$ cat config.mk
export PLATFORM = sky130hd
export DESIGN_NAME = jtdp_top
export DESIGN_NICKNAME = d
export VERILOG_FILES = /design/src/jtdp_fsm.v /design/src/jtdp_sync.v /design/src/jtdp_top.v
export VERILOG_INCLUDE_DIRS = /design/src
export SDC_FILE = /design/constraint.sdc
export NUM_CORES = 1
export LEC_CHECK = 0
export BUFFER_PORTS_ARGS = -buffer_cell sky130_fd_sc_hd__buf_2
export CORE_ASPECT_RATIO = 0.75
export CORE_MARGIN = 8
export CORE_UTILIZATION = 60
export CTS_BUF_LIST = sky130_fd_sc_hd__clkbuf_8 sky130_fd_sc_hd__clkbuf_16
export CTS_CLUSTER_SIZE = 30
export DETAILED_ROUTE_END_ITERATION = 10
export PLACE_DENSITY = 0.84
export SLEW_MARGIN = 15
export SYNTH_ARGS = -nofsm -noshare
export SYNTH_HDL_FRONTEND = slang
export SYNTH_SLANG_ARGS = --single-unit
$ cat constraint.sdc
create_clock -name clk_i -period 4.5 [get_ports clk_i]
set_input_delay 0.225 -clock clk_i [delete_from_list [all_inputs] [get_ports clk_i]]
set_output_delay 0.225 -clock clk_i [all_outputs]
set_load 0.1 [all_outputs]
$ cat src/jtdp_defs.vh
/*
 * Constants of the test access port debug block: state codes,
 * instruction codes, capture values and fixed widths.
 * Assumes inclusion by bare name; definitions only.
 */
`ifndef JTDP_DEFS_VH
`define JTDP_DEFS_VH

// ****************************************************************
// controller state codes
// ****************************************************************
`define JTDP_ST_RESET      4'hF
`define JTDP_ST_IDLE       4'hC
`define JTDP_ST_SEL_DR     4'h7
`define JTDP_ST_CAP_DR     4'h6
`define JTDP_ST_SH_DR      4'h2
`define JTDP_ST_EX1_DR     4'h1
`define JTDP_ST_PAU_DR     4'h3
`define JTDP_ST_EX2_DR     4'h0
`define JTDP_ST_UPD_DR     4'h5
`define JTDP_ST_SEL_IR     4'h4
`define JTDP_ST_CAP_IR     4'hE
`define JTDP_ST_SH_IR      4'hA
`define JTDP_ST_EX1_IR     4'h9
`define JTDP_ST_PAU_IR     4'hB
`define JTDP_ST_EX2_IR     4'h8
`define JTDP_ST_UPD_IR     4'hD

// ****************************************************************
// instruction register
// ****************************************************************
`define JTDP_IR_W          4
`define JTDP_IR_CAPTURE    4'h1
`define JTDP_IR_RESET_VAL  4'hF
`define JTDP_OP_DBG_A      4'h8
`define JTDP_OP_DBG_B      4'h9
`define JTDP_OP_DBG_C      4'hA
`define JTDP_OP_DBG_D      4'hB

// ****************************************************************
// data register widths
// ****************************************************************
`define JTDP_BRK_W         16
`define JTDP_SCAN_W        16
`define JTDP_CMD_W         8

`endif

$ cat src/jtdp_fsm.v
/*
 * Sixteen-state test port controller, advanced by a one-cycle
 * rising test clock enable. Assumes tms is already synchronised.
 */
`timescale 1ns/10ps
`include "jtdp_defs.vh"

module jtdp_fsm (
    // clock and reset
    input  wire       clk_i,
    input  wire       srst_i,
    // control
    input  wire       hold_rst_i,
    input  wire       tck_rise_i,
    input  wire       tms_i,
    // state
    output wire [3:0] state_o
);

    reg [3:0] state_q;
    reg [3:0] state_d;

    assign state_o = state_q;

    // ****************************************************************
    // next state
    // ****************************************************************
    always @* begin
        case (state_q)
            `JTDP_ST_RESET:  state_d = tms_i ? `JTDP_ST_RESET
                                             : `JTDP_ST_IDLE;
            `JTDP_ST_IDLE:   state_d = tms_i ? `JTDP_ST_SEL_DR
                                             : `JTDP_ST_IDLE;
            `JTDP_ST_SEL_DR: state_d = tms_i ? `JTDP_ST_SEL_IR
                                             : `JTDP_ST_CAP_DR;
            `JTDP_ST_CAP_DR: state_d = tms_i ? `JTDP_ST_EX1_DR
                                             : `JTDP_ST_SH_DR;
            `JTDP_ST_SH_DR:  state_d = tms_i ? `JTDP_ST_EX1_DR
                                             : `JTDP_ST_SH_DR;
            `JTDP_ST_EX1_DR: state_d = tms_i ? `JTDP_ST_UPD_DR
                                             : `JTDP_ST_PAU_DR;
            `JTDP_ST_PAU_DR: state_d = tms_i ? `JTDP_ST_EX2_DR
                                             : `JTDP_ST_PAU_DR;
            `JTDP_ST_EX2_DR: state_d = tms_i ? `JTDP_ST_UPD_DR
                                             : `JTDP_ST_SH_DR;
            `JTDP_ST_UPD_DR: state_d = tms_i ? `JTDP_ST_SEL_DR
                                             : `JTDP_ST_IDLE;
            `JTDP_ST_SEL_IR: state_d = tms_i ? `JTDP_ST_RESET
                                             : `JTDP_ST_CAP_IR;
            `JTDP_ST_CAP_IR: state_d = tms_i ? `JTDP_ST_EX1_IR
                                             : `JTDP_ST_SH_IR;
            `JTDP_ST_SH_IR:  state_d = tms_i ? `JTDP_ST_EX1_IR
                                             : `JTDP_ST_SH_IR;
            `JTDP_ST_EX1_IR: state_d = tms_i ? `JTDP_ST_UPD_IR
                                             : `JTDP_ST_PAU_IR;
            `JTDP_ST_PAU_IR: state_d = tms_i ? `JTDP_ST_EX2_IR
                                             : `JTDP_ST_PAU_IR;
            `JTDP_ST_EX2_IR: state_d = tms_i ? `JTDP_ST_UPD_IR
                                             : `JTDP_ST_SH_IR;
            `JTDP_ST_UPD_IR: state_d = tms_i ? `JTDP_ST_SEL_DR
                                             : `JTDP_ST_IDLE;
            default:         state_d = `JTDP_ST_RESET;
        endcase
    end

    // ****************************************************************
    // state register
    // ****************************************************************
    // no async test reset pin; only chip reset, the port hold or tms
    always @(posedge clk_i) begin
        if (srst_i || hold_rst_i) begin
            state_q <= `JTDP_ST_RESET;
        end else if (tck_rise_i) begin
            state_q <= state_d;
        end
    end

endmodule // jtdp_fsm

$ cat src/jtdp_sync.v
/*
 * Two-flop synchroniser for the test pins, with a rising edge
 * pulse for the test clock. Assumes pins are asynchronous to clk_i.
 */
`timescale 1ns/10ps

module jtdp_sync #(
    parameter W = 3
) (
    // clock and reset
    input  wire         clk_i,
    input  wire         srst_i,
    // pins
    input  wire [W-1:0] async_i,
    // synchronised
    output wire [W-1:0] sync_o,
    output wire         rise0_o
);

    reg [W-1:0] meta_q;
    reg [W-1:0] sync_q;
    reg         last_q;

    assign sync_o  = sync_q;
    // edge taken from second stage only
    assign rise0_o = sync_q[0] & ~last_q;

    always @(posedge clk_i) begin
        if (srst_i) begin
            meta_q <= {W{1'b0}};
            sync_q <= {W{1'b0}};
            last_q <= 1'b0;
        end else begin
            meta_q <= async_i;
            sync_q <= meta_q;
            last_q <= sync_q[0];
        end
    end

endmodule // jtdp_sync

$ cat src/jtdp_top.v
/*
 * Test access port with debug access: controller, four-bit
 * instruction register, data register selection, break unit
 * configuration and debug scan chain.
 * Assumes the test pins are asynchronous and that the test clock
 * is much slower than clk_i (at least four clk_i per half period).
 */
// Overview of operation
// - everything but the serial output advances on sampled test clock rises
// - no asynchronous test reset input exists
// - fuse unprogrammed: pins normal, controller held reset
// - serial output driven only while shifting
// - sixteen states, reset state after power-on
// - least significant bit shifts first
// - four bit instruction, last bit on exit
// - instruction capture shifts out 0x01
// - instruction output changes only in update-ir or test-logic-reset
// - instruction selects data register and its logic
// - shift out values captured in capture-dr
// - latched outputs change only in update-dr or test-logic-reset
// - exit and pause states do nothing
// - five tms highs always reach reset
// - break on flow change, step, four points
// - debug needs both fuses, no lock bits
// - debug injects cpu instructions, reads result byte
`timescale 1ns/10ps
`include "jtdp_defs.vh"

module jtdp_top (
    // clock and reset
    input  wire                    clk_i,
    input  wire                    srst_i,
    // test pins
    input  wire                    tck_i,
    input  wire                    tms_i,
    input  wire                    tdi_i,
    output wire                    tdo_o,
    output wire                    tdo_oe_o,
    // fuses and control bits
    input  wire                    test_port_enable_fuse_i,
    input  wire                    test_port_disable_bit_i,
    input  wire                    debug_enable_fuse_i,
    input  wire                    lock_bit_one_i,
    input  wire                    lock_bit_two_i,
    // status
    output wire                    port_active_o,
    output wire                    debug_active_o,
    output wire [3:0]              tap_state_o,
    output wire [`JTDP_IR_W-1:0]   instr_o,
    // processor side of the debug scan chain
    input  wire [`JTDP_CMD_W-1:0]  cpu_result_i,
    input  wire                    cpu_result_dirty_i,
    output wire [`JTDP_SCAN_W-1:0] cpu_inject_o,
    output wire                    cpu_inject_vld_o,
    output wire                    result_taken_o,
    // break unit configuration
    output wire                    brk_flow_o,
    output wire                    brk_step_o,
    output wire [1:0]              brk_mode_o,
    output wire [`JTDP_BRK_W-1:0]  brk_pm0_o,
    output wire [`JTDP_BRK_W-1:0]  brk_pm1_o,
    output wire [`JTDP_BRK_W-1:0]  brk_cmb0_o,
    output wire [`JTDP_BRK_W-1:0]  brk_cmb1_o
);

    // ****************************************************************
    // pin synchronisation and enables
    // ****************************************************************
    wire [2:0] pins_s;
    wire       tck_rise;
    wire       tck_s;
    wire       tms_s;
    wire       tdi_s;
    reg        tck_last_q;
    wire       tck_fall;

    // tms and tdi take the same two stages as tck, so both
    // already stand when the rise pulse samples them
    jtdp_sync #(
        .W (3)
    ) u_sync (
        .clk_i   (clk_i),
        .srst_i  (srst_i),
        .async_i ({tdi_i, tms_i, tck_i}),
        .sync_o  (pins_s),
        .rise0_o (tck_rise)
    );

    assign tck_s = pins_s[0];
    assign tms_s = pins_s[1];
    assign tdi_s = pins_s[2];

    always @(posedge clk_i) begin
        if (srst_i) begin
            tck_last_q <= 1'b0;
        end else begin
            tck_last_q <= tck_s;
        end
    end

    // fall detector kept here; the sync module reports rises only
    assign tck_fall = ~tck_s & tck_last_q;

    wire port_en = test_port_enable_fuse_i & ~test_port_disable_bit_i;
    wire dbg_en  = port_en & debug_enable_fuse_i
                   & ~lock_bit_one_i & ~lock_bit_two_i;

    assign port_active_o  = port_en;
    assign debug_active_o = dbg_en;

    // ****************************************************************
    // controller
    // ****************************************************************
    wire [3:0] st;

    // tms is the only steering input; held reset while disabled
    jtdp_fsm u_fsm (
        .clk_i      (clk_i),
        .srst_i     (srst_i),
        .hold_rst_i (~port_en),
        .tck_rise_i (tck_rise),
        .tms_i      (tms_s),
        .state_o    (st)
    );

    assign tap_state_o = st;

    wire in_sh_ir  = (st == `JTDP_ST_SH_IR);
    wire in_sh_dr  = (st == `JTDP_ST_SH_DR);
    wire do_cap_ir = tck_rise & (st == `JTDP_ST_CAP_IR);
    wire do_cap_dr = tck_rise & (st == `JTDP_ST_CAP_DR);
    wire do_sh_ir  = tck_rise & in_sh_ir;
    wire do_sh_dr  = tck_rise & in_sh_dr;
    wire do_upd_ir = tck_rise & (st == `JTDP_ST_UPD_IR);
    wire do_upd_dr = tck_rise & (st == `JTDP_ST_UPD_DR);
    wire in_rst    = (st == `JTDP_ST_RESET);

    // ****************************************************************
    // instruction register
    // ****************************************************************
    reg [`JTDP_IR_W-1:0] ir_sh_q;
    reg [`JTDP_IR_W-1:0] ir_q;
    // test-logic-reset reloads the capture value and the bypass code

    always @(posedge clk_i) begin
        if (srst_i || in_rst) begin
            ir_sh_q <= `JTDP_IR_CAPTURE;
            ir_q    <= `JTDP_IR_RESET_VAL;
        end else begin
            if (do_cap_ir) begin
                ir_sh_q <= `JTDP_IR_CAPTURE;
            end else if (do_sh_ir) begin
                ir_sh_q <= {tdi_s, ir_sh_q[`JTDP_IR_W-1:1]};
            end
            if (do_upd_ir) begin
                ir_q <= ir_sh_q;
            end
        end
    end

    assign instr_o = ir_q;

    // ****************************************************************
    // instruction decode
    // ****************************************************************
    // debug ops fall to bypass when debug is locked out
    wire op_a = dbg_en & (ir_q == `JTDP_OP_DBG_A);
    wire op_b = dbg_en & (ir_q == `JTDP_OP_DBG_B);
    wire op_c = dbg_en & (ir_q == `JTDP_OP_DBG_C);
    wire op_d = dbg_en & (ir_q == `JTDP_OP_DBG_D);
    // no further decode: every other code is plain bypass

    // ****************************************************************
    // data registers
    // ****************************************************************
    // op_a: break control, op_b: break point address with index,
    // op_c: cpu instruction injection, op_d: result readback
    reg                    byp_q;
    reg [`JTDP_BRK_W+5:0]  brk_sh_q;
    reg [`JTDP_SCAN_W-1:0] scan_sh_q;
    reg [`JTDP_CMD_W:0]    res_sh_q;
    reg [3:0]              ctl_q;
    reg [`JTDP_BRK_W-1:0]  bp_q [0:3];
    reg [`JTDP_SCAN_W-1:0] inj_q;
    reg                    inj_vld_q;
    reg                    taken_q;
    integer                k;

    always @(posedge clk_i) begin
        if (srst_i || in_rst) begin
            byp_q     <= 1'b0;
            brk_sh_q  <= {(`JTDP_BRK_W+6){1'b0}};
            scan_sh_q <= {`JTDP_SCAN_W{1'b0}};
            res_sh_q  <= {(`JTDP_CMD_W+1){1'b0}};
            ctl_q     <= 4'h0;
            inj_q     <= {`JTDP_SCAN_W{1'b0}};
            inj_vld_q <= 1'b0;
            taken_q   <= 1'b0;
            for (k = 0; k < 4; k = k + 1) begin
                bp_q[k] <= {`JTDP_BRK_W{1'b0}};
            end
        end else begin
            inj_vld_q <= 1'b0;
            taken_q   <= 1'b0;
            // bypass stage starts at 0, so its first bit out is 0
            if (do_cap_dr) begin
                byp_q     <= 1'b0;
                brk_sh_q  <= {2'b00, ctl_q, bp_q[0]};
                scan_sh_q <= inj_q;
                res_sh_q  <= {cpu_result_dirty_i, cpu_result_i};
            end else if (do_sh_dr) begin
                byp_q <= tdi_s;
                if (op_a || op_b) begin
                    brk_sh_q <= {tdi_s, brk_sh_q[`JTDP_BRK_W+5:1]};
                end
                if (op_c) begin
                    scan_sh_q <= {tdi_s, scan_sh_q[`JTDP_SCAN_W-1:1]};
                end
                if (op_d) begin
                    res_sh_q <= {tdi_s, res_sh_q[`JTDP_CMD_W:1]};
                end
            end
            if (do_upd_dr) begin
                if (op_a) begin
                    ctl_q <= brk_sh_q[`JTDP_BRK_W+3:`JTDP_BRK_W];
                end
                if (op_b) begin
                    bp_q[brk_sh_q[`JTDP_BRK_W+1:`JTDP_BRK_W]]
                        <= brk_sh_q[`JTDP_BRK_W-1:0];
                end
                if (op_c) begin
                    inj_q     <= scan_sh_q;
                    inj_vld_q <= 1'b1;
                end
                if (op_d) begin
                    taken_q <= 1'b1;
                end
            end
        end
    end

    // ****************************************************************
    // serial output
    // ****************************************************************
    // changes on the falling test clock so the far end samples
    // a stable bit on the next rise; exit/pause states touch nothing
    reg tdo_q;
    reg tdo_oe_q;
    reg tdo_d;

    always @* begin
        if (in_sh_ir) begin
            tdo_d = ir_sh_q[0];
        end else if (op_a || op_b) begin
            tdo_d = brk_sh_q[0];
        end else if (op_c) begin
            tdo_d = scan_sh_q[0];
        end else if (op_d) begin
            tdo_d = res_sh_q[0];
        end else begin
            tdo_d = byp_q;
        end
    end

    always @(posedge clk_i) begin
        if (srst_i || !port_en) begin
            tdo_q    <= 1'b0;
            tdo_oe_q <= 1'b0;
        end else if (tck_fall) begin
            tdo_q    <= tdo_d;
            tdo_oe_q <= in_sh_ir | in_sh_dr;
        end
    end

    assign tdo_o    = tdo_q;
    // port_en gate drops the enable at once when the port fuse or disable bit turns the port off
    assign tdo_oe_o = tdo_oe_q & port_en;

    // ****************************************************************
    // outputs to processor and break unit
    // ****************************************************************
    assign cpu_inject_o     = inj_q;
    assign cpu_inject_vld_o = inj_vld_q;
    assign result_taken_o   = taken_q;
    assign brk_flow_o       = ctl_q[0];
    assign brk_step_o       = ctl_q[1];
    assign brk_mode_o       = ctl_q[3:2];
    // slots 0 and 1 are program points, 2 and 3 the combined ones
    assign brk_pm0_o        = bp_q[0];
    assign brk_pm1_o        = bp_q[1];
    assign brk_cmb0_o       = bp_q[2];
    assign brk_cmb1_o       = bp_q[3];

endmodule // jtdp_top

* Yosys cells after proc, flatten, opt, wreduce, memory -nomap -nowiden
Memory sizes are Yosys's and may differ from the RTL's.
Cells that the tools add are included.
Widths: inputs -> output; s select.
** Storage, ports and cells
- Flip-flop bits (word level) :: 91
- Bits in writable memories :: 64
- Bits of input ports :: 19
- Output and inout port bits :: 98
- Logic and storage cells :: 122
- Memories :: 1
** Memories
- bp_q :: depth 4, bits a word 16, read ports 4, clocked after Yosys merged registers in 0, write ports 4, line jtdp_top.v:183 : reg [`JTDP_BRK_W-1:0] bp_q [0:3];
** Cells by class
- Equal/unequal tests :: 19
- Mux-type cells :: 37
- Bitwise operators :: 25
- Reduce and logical (&&, ||, !) cells :: 23
** Operators by type and width (count)
- $mux 16 :: 4
- $mux 20 :: 3
- $eq 4x4->1 const B :: 12
- $pmux 4 s12 :: 1
- $mux 9 :: 3
- $and 1x1->1 :: 17
- $eq 4x3->1 const B :: 4
- $reduce_or 16->1 :: 1
- $mux 1 :: 14
- $mux 2 :: 7
- $mux 3 :: 4
- $reduce_and 2->1 :: 6
- $reduce_or 2->1 :: 5
- $eq 4x2->1 const B :: 2
- $reduce_bool 2->1 :: 4
- $not 1->1 :: 7
- $eq 4x1->1 const B :: 1
- $logic_not 4->1 :: 1
- $logic_or 1x1->1 :: 4
- $mux 4 :: 1
- $reduce_or 3->1 :: 1
- $logic_not 1->1 :: 1
- $or 1x1->1 :: 1

* Longest topological paths before layout
Gate-level depths: netlist of the first run.
- Depth in word-level cells :: 12
- Depth in mapped cells :: 8
- Depth with buffers taken out :: 4

* Hierarchy
Synthesis of the first run repeated with hierarchy kept, for this count alone.
** Second synthesis, totals
- Cells, all modules :: 649
- Area, all modules :: 6707.7 um2
** By module, submodules not included
- jtdp_top :: instances 1, cells each 605, area each 6284.8 um2, seq. area each 3543.4 um2
- jtdp_fsm :: instances 1, cells each 29, area each 232.7 um2, seq. area each 80.1 um2
- jtdp_sync :: instances 1, cells each 15, area each 190.2 um2, seq. area each 140.1 um2

* Worst setup path after synthesis of the first run
OpenSTA, ideal clock, no wires.
- Kind :: register to register
- Start :: reg ir_q[3] (netlist: instr_o[3])
- End :: mem bp_q[3][0] in the netlist's numbering (enable)
- Setup time :: 0.411 ns
- Data arrival time :: 3.030 ns
- Data required time :: 4.089 ns
- Path slack :: 1.059 ns
- Stages on the path, launching flop included :: 5
- Buffers on the path :: 1
- Period minus slack after synthesis :: 3.441 ns
- Cell sequence :: dfxtp_1 > and4bb_2 > buf_2 > nand3_1 > o21ai_0
** RTL lines
- start: declaration :: line jtdp_top.v:142 : reg [`JTDP_IR_W-1:0] ir_q;
- start signal: assignment :: line jtdp_top.v:148 : ir_q <= `JTDP_IR_RESET_VAL;
- start signal: assignment :: line jtdp_top.v:156 : ir_q <= ir_sh_q;
- end: declaration :: line jtdp_top.v:183

==> metrics, run 1 <==
RSZ-0062 raised after global routing=false; Setup crit start kind=flop; MaxCap Viol Count=0; hold wc startpoint=tms_i; crit-path cells=and4bb_2, nand3_2, nor4_4, nand2b_1; Setup-failing EPs final=0; CTS tree=built; Num CTS Buffers=17; sequential fraction of the synthesis area=0.575; gpl congestion=0.882; Worst Path Arrival=around 3.5 ns; worst hold stages=2; clk root buf=clkbuf_16; CTS Hold Bufs=0; Final min period=~3.5 ns; # port buffers=116; Async S/R FF share, synth=0; number of synthesized flops with an enable pin=64; worst hold path class=input port to flop; Pleak=roughly 3.1 nW; Setup WS pre-CTS=approximately 1.1 ns; synth top area cells=edfxtp_1, dfxtp_1, and2_1; htree depth=4; FF-to-FF setup slack=1.0 ns; core area=roughly 11000 µm²; flops & latches, synth=around 160; VDD IR max=around 0.28 mV; nets=roughly 730; Post-route DRC=0; Slew headroom=0.243; initial core utilization=0.607; Reg clk slew, reported paths=around 0.060 ns; global-route wire length before repair=around 26000 µm; Longest Clk Path Bufs=2; Ys Warns=0; Post-Syn Instances=about 610; Hold EP=u_sync.meta_q[1]$_SDFF_PP0_; FF-to-FF Start=u_fsm.state_o[2]$_SDFFE_PP1N_; number of gates resized after CTS=0; Max Clk Rate=between 200 and 300 MHz; Ports=between 100 and 150; postcts setup bufs=0; PwrDens=392 nW/µm²; largest net degree at the start of global routing=50; Slowest-stage cell, CP=nor4_4; DIE WIDTH=136 µm; Avg Cell Area, Syn=around 11 µm²; CP Class=flop to flop; total track usage=0.228; CTS Sinks=155; DP Area=7140 µm²; slowest stage delay, CP=approximately 0.74 ns; Worst Tran Pin Value=1.13 ns; total congestion overflow=0; Worst Skew=0.00867 ns; final hold vios=0; setup tns final=0 ns; n_diodes=0; DR pass1 iterations=5; fin area=between 7000 and 8000 µm²; post-DP HPWL=around 11000 µm; Iteration-0 DRC Markers=between 400 and 500; post-route ant nets=0; crit share post-route=0.778; fin. max-slew vios=0; Crit Path Max Fanout=23; Yosys top cell area share=0.295; top-count cell post-synth=dfxtp_1; Crit Reg-Reg Endpoint=bp_q[2][7]$_SDFFCE_PN0P_; Die Area=14500 µm²; chip height=roughly 110 µm; synthesized area=6510 µm²; Vias/cell=6.00; Via Count=a little over 5000; Layout Utilization=0.722; vias in the first global route=just over 5000; Post-Route WL=~17000 µm; Synth-to-Final Area Change=19.0%; status=finished clean; Synth top cells by count=dfxtp_1, and2_1, edfxtp_1; routed len/inst=19.4 µm; syn_nets=around 630; worst endpoint required time=4.54 ns; CP Capture Type=flop; initial antenna violation count=0; final worst slack=1.00 ns; layout cells sized above 1=0.260; reg2reg path depth=4; Synth area leader=edfxtp_1; clk_lat worst skew=approximately 0.42 ns; ys flop type=dfxtp_1; post-synth cell types=56; floorplan row count=33
## flip-flops by register name, summed over array words and instances, names as in the netlist, 3 cells and up
signal	flops
ir_sh_q	4
scan_sh_q	16
res_sh_q	9
u_sync.sync_o	3
bp_q	64
u_sync.meta_q	3
u_fsm.state_o	4
instr_o	4
ctl_q	4
brk_sh_q	22
cpu_inject_o	16
## final cells by class
class                      count  area [µm²]
fill                         744        2990
clock buffer                  17         425
inverter                       4        15.0
multi-input combinational    408        2570
tap                          140         175
sequential                   155        3740
timing repair buffer         123         633
clock inverter                15         186
## critical path: cells and delay by family (launching register included)
kind | cells | cell delay, ns
AND/OR/NAND/NOR | 4 | 2.46
flip-flops | 1 | 0.65
## logic make-up (layout without fill, tap and decap cells)
family          Yosys count  after routing  synth area share
flops                   155            155             0.575
buf+inv                  51            159            0.0336
compound gates          152            152             0.140
simple gates            231            231             0.210
mux                      25             25            0.0413
## cells in the final DEF, fill, tap and decap left out, drive strengths merged, types with 7 or more instances in the layout
master / instances
buf: 123
dfxtp: 91
and2: 67
edfxtp: 64
a21oi: 53
o21ai: 52
nand2: 37
nand3: 30
nor2: 25
clkbuf: 17
nor3: 16
mux2: 15
nor2b: 11
nor3b: 11
nand2b: 10
a31oi: 10
mux2i: 10
inv: 10
o21a: 7
## where the power goes
group          internal, W  switching [W]
clock network     0.000884       0.000590
registers          0.00146     0.00000658
logic            0.0000187      0.0000788
total              0.00236       0.000676
## per-layer routing
metal  global-route usage  vias up  part of all wire
met5                    0        -                 0
met4               0.0618        0            0.0088
met3               0.0646       15             0.083
met2                0.365      236              0.47
met1                0.299     2520              0.44
li1                     -     2405                 -
## stage by stage
| stage | total power, W | instances | hold WS [ns] |
|---|---|---|---|
| floorplan | 0.00157 | 614 | 0.351 |
| global placement | 0.00160 | 830 | 0.424 |
| detailed placement | 0.00160 | 830 | 0.441 |
| CTS | 0.00304 | 862 | 0.0156 |
| global route | 0.00311 | 862 | 0.0170 |
| finish | 0.00304 | 862 | 0.0195 |
## worst max-delay path by stage
stage	from	end	slack, ns	cells past startpoint
finish	u_fsm.state_o[2]$_SDFFE_PP1N_	bp_q[2][7]$_SDFFCE_PN0P_	1.0	4
global route	u_fsm.state_o[2]$_SDFFE_PP1N_	bp_q[1][13]$_SDFFCE_PN0P_	0.80	4
CTS	u_fsm.state_o[2]$_SDFFE_PP1N_	bp_q[2][7]$_SDFFCE_PN0P_	1.05	4
detailed placement	u_fsm.state_o[2]$_SDFFE_PP1N_	bp_q[1][0]$_SDFFCE_PN0P_	1.10	4
global placement	u_fsm.state_o[2]$_SDFFE_PP1N_	bp_q[1][6]$_SDFFCE_PN0P_	1.29	4
floorplan	instr_o[3]$_SDFFE_PP1P_	bp_q[3][0]$_DFFE_PP_	1.06	4
Power figures use the tool's default switching activity.
==> run 2, diff against run 1 <==
--- a/config.mk
+++ b/config.mk
@@ -6,14 +6,15 @@
 export SDC_FILE = /design/constraint.sdc
 export NUM_CORES = 1
 export LEC_CHECK = 0
+export ABC_AREA = 1
 export BUFFER_PORTS_ARGS = -buffer_cell sky130_fd_sc_hd__buf_2
 export CORE_ASPECT_RATIO = 0.75
 export CORE_MARGIN = 8
-export CORE_UTILIZATION = 60
+export CORE_UTILIZATION = 55
 export CTS_BUF_LIST = sky130_fd_sc_hd__clkbuf_8 sky130_fd_sc_hd__clkbuf_16
 export CTS_CLUSTER_SIZE = 30
 export DETAILED_ROUTE_END_ITERATION = 10
-export PLACE_DENSITY = 0.84
+export PLACE_DENSITY = 0.78
 export SLEW_MARGIN = 15
 export SYNTH_ARGS = -nofsm -noshare
 export SYNTH_HDL_FRONTEND = slang
==> constraint.sdc (replaced) <==
create_clock -name clk_i -period 3.5 [get_ports clk_i]
set_input_delay 0.175 -clock clk_i [delete_from_list [all_inputs] [get_ports clk_i]]
set_output_delay 0.175 -clock clk_i [all_outputs]
set_load 0.1 [all_outputs]
==> metrics, run 2 <==
floorplan row count=34; global-route wire length before repair=26500 µm; synth top area cells=edfxtp_1, dfxtp_1, nand2_1; Crit Path Max Fanout=17; DP Cell Count=roughly 980; fin. max-slew vios=0; Die Area=around 15000 µm²; largest net degree at the start of global routing=around 40; nets=about 900; Crit Reg-Reg Endpoint=bp_q[1][3]$_SDFFCE_PN0P_; DR pass1 iterations=6; RSZ-0062 raised after global routing=false; gpl congestion=0.896; core area=11500 µm²; Synth-to-Final Area Change=20.7%; CTS Sinks=155; FF-to-FF Start=u_sync.sync_o[0]$_SDFF_PP0_; PwrDens=between 500 and 600 nW/µm²; Synth top cells by count=nand2_1, nor2_1, dfxtp_1; Final Power=0.00398 W; worst endpoint required time=3.54 ns; number of gates resized after CTS=0; initial antenna violation count=0; Longest Clk Path Bufs=2; Iteration-0 DRC Markers=around 630; Ys Warns=0; Worst Path Arrival=between 2 and 3 ns; synthesized area=between 6000 and 7000 µm²; CP Class=flop to flop; Post-Route WL=~16000 µm; Largest Register=bp_q; final hold vios=0; number of flip-flops in the largest register=64; Post-route DRC=0; fin cells=about 1000; MaxCap Viol Count=0; Vias/cell=5.41; Num CTS Buffers=17; Via Count=~5500; Setup-failing EPs final=0; Pleak=~3.3 nW; clk_lat worst skew=0.42 ns; Setup crit start kind=flop; routed len/inst=about 16 µm; VDD IR max=roughly 0.33 mV; flops & latches, synth=~160; clk root buf=clkbuf_16; crit share post-route=0.732; ys flop type=dfxtp_1; total track usage=0.217; Synth area leader=edfxtp_1; Max Clk Rate=between 300 and 400 MHz; post-synth cell types=33; setup tns final=0 ns; n_diodes=0; initial core utilization=0.557; Slew headroom=0.497; syn_nets=763; FF-to-FF setup slack=approximately 0.94 ns; number of synthesized flops with an enable pin=64; Hold WS=~0.050 ns; status=finished clean; chip height=~110 µm; Avg Cell Area, Syn=8.60 µm²; Ports=about 120; sequential fraction of the synthesis area=0.585; CTS tree=built; layout cells sized above 1=0.213; Yosys top cell area share=0.300; Hold EP=res_sh_q[2]$_SDFFE_PP0P_; post-route ant nets=0; post-DP HPWL=11300 µm; Worst Tran Pin Value=0.754 ns; Post-Syn Instances=744; postcts setup bufs=0; top flop regs=bp_q: 64 flops, brk_sh_q: 22 flops; Async S/R FF share, synth=0; Worst Skew=0.0113 ns; total congestion overflow=0; reg2reg path depth=8; top-count cell post-synth=nand2_1; commonest non-fill, non-tap cell in the layout=nand2_1; vias in the first global route=~5300; Fill cells=roughly 910; DIE WIDTH=approximately 140 µm; # port buffers=~120; Reg clk slew, reported paths=around 0.06 ns; worst hold stages=3; htree depth=4; hold wc startpoint=cpu_result_i[2]; CP Capture Type=flop; worst hold path class=input port to flop; Final min period=roughly 2.6 ns; commonest non-fill, non-tap cells in the layout=nand2_1, nor2_1, buf_2
==> run 2: cell count changes after synthesis, moves of 8 or more <==
cell,delta
a31oi_1,-8
nand3_1,-10
nor3b_1,-11
and2_1,-67
nand2_1,+149
clkbuf_1,-15
nor2b_1,-11
mux2_2,-15
nor2_1,+111
inv_1,+56
nand2b_1,-10
nor2_4,+11
inv_2,+9
mux2i_1,-10
==> run 2: area by class of cell <==
cell class,instances,area [µm²],area share
clock inverters,12,140,0.0181
multi-input cells,492,2250,0.291
well taps,144,180,0.0233
clock buffers,20,500,0.0648
repair buffers,124,648,0.0839
inverters,70,264,0.0342
flip-flops and latches,155,3740,0.485
==> run 2: routing by layer <==
layer  global-route usage  part of all wire
met1                0.273              0.42
met5                    0                 0
met4               0.0772             0.014
met3               0.0555             0.085
met2                0.363              0.48
==> run 2: critical path: stages, from the launching register on <==
cell      delay (ns)
dfxtp_1         0.39
inv_2           0.07
nor2_4          0.21
nand3_2         0.15
clkinv_2        0.11
nand2_4         0.06
nor3_4          0.29
nand3_4         0.27
nand2_1         0.62
==> run 2: stage by stage <==
stage          utilization  worst slack [ns]  instance area [µm²]
2_1_floorplan            -             0.471                 6400
3_3_place_gp         0.614              1.04                 7050
3_5_place_dp         0.614             0.856                 7050
4_1_cts              0.673             0.940                 7720
5_1_grt              0.673             0.769                 7720
6_report             0.673             0.939                 7720
==> run 2: worst max-delay path by stage <==
stage	slack (ns)	end	depth (start not counted)	startpoint
2_1_floorplan	0.47	bp_q[0][0]$_SDFFCE_PN0P_	9	u_fsm.state_o[0]$_SDFFE_PP1N_
3_3_place_gp	1.04	bp_q[2][1]$_SDFFCE_PN0P_	8	test_port_disable_bit_i
3_5_place_dp	0.86	bp_q[2][3]$_SDFFCE_PN0P_	8	test_port_disable_bit_i
4_1_cts	0.94	bp_q[1][3]$_SDFFCE_PN0P_	8	u_fsm.state_o[0]$_SDFFE_PP1N_
5_1_grt	0.77	bp_q[1][3]$_SDFFCE_PN0P_	8	u_fsm.state_o[0]$_SDFFE_PP1N_
6_report	0.94	bp_q[1][3]$_SDFFCE_PN0P_	8	u_sync.sync_o[0]$_SDFF_PP0_
==> run 2: kinds of logic (layout without fill, tap and decap cells) <==
group                  after synthesis  in the layout  share of synthesized area
AND/OR/NAND/NOR                    379            379                      0.256
AO/OA/AOI/OAI                      113            113                     0.0950
buffers and inverters               97            226                     0.0635
flip-flops                         155            155                      0.585
==> run 2: timing repair <==
item	4_1_cts	5_1_grt
hold endpoints to repair	3	0
setup endpoints to repair	0	0
hold buffers	3	0
==> run 2: power by group <==
group	internal (W)	switching (W)	total, W
logic	0.0000219	0.000107	0.000129
clock network	0.00124	0.000721	0.00196
registers	0.00188	0.00000721	0.00189
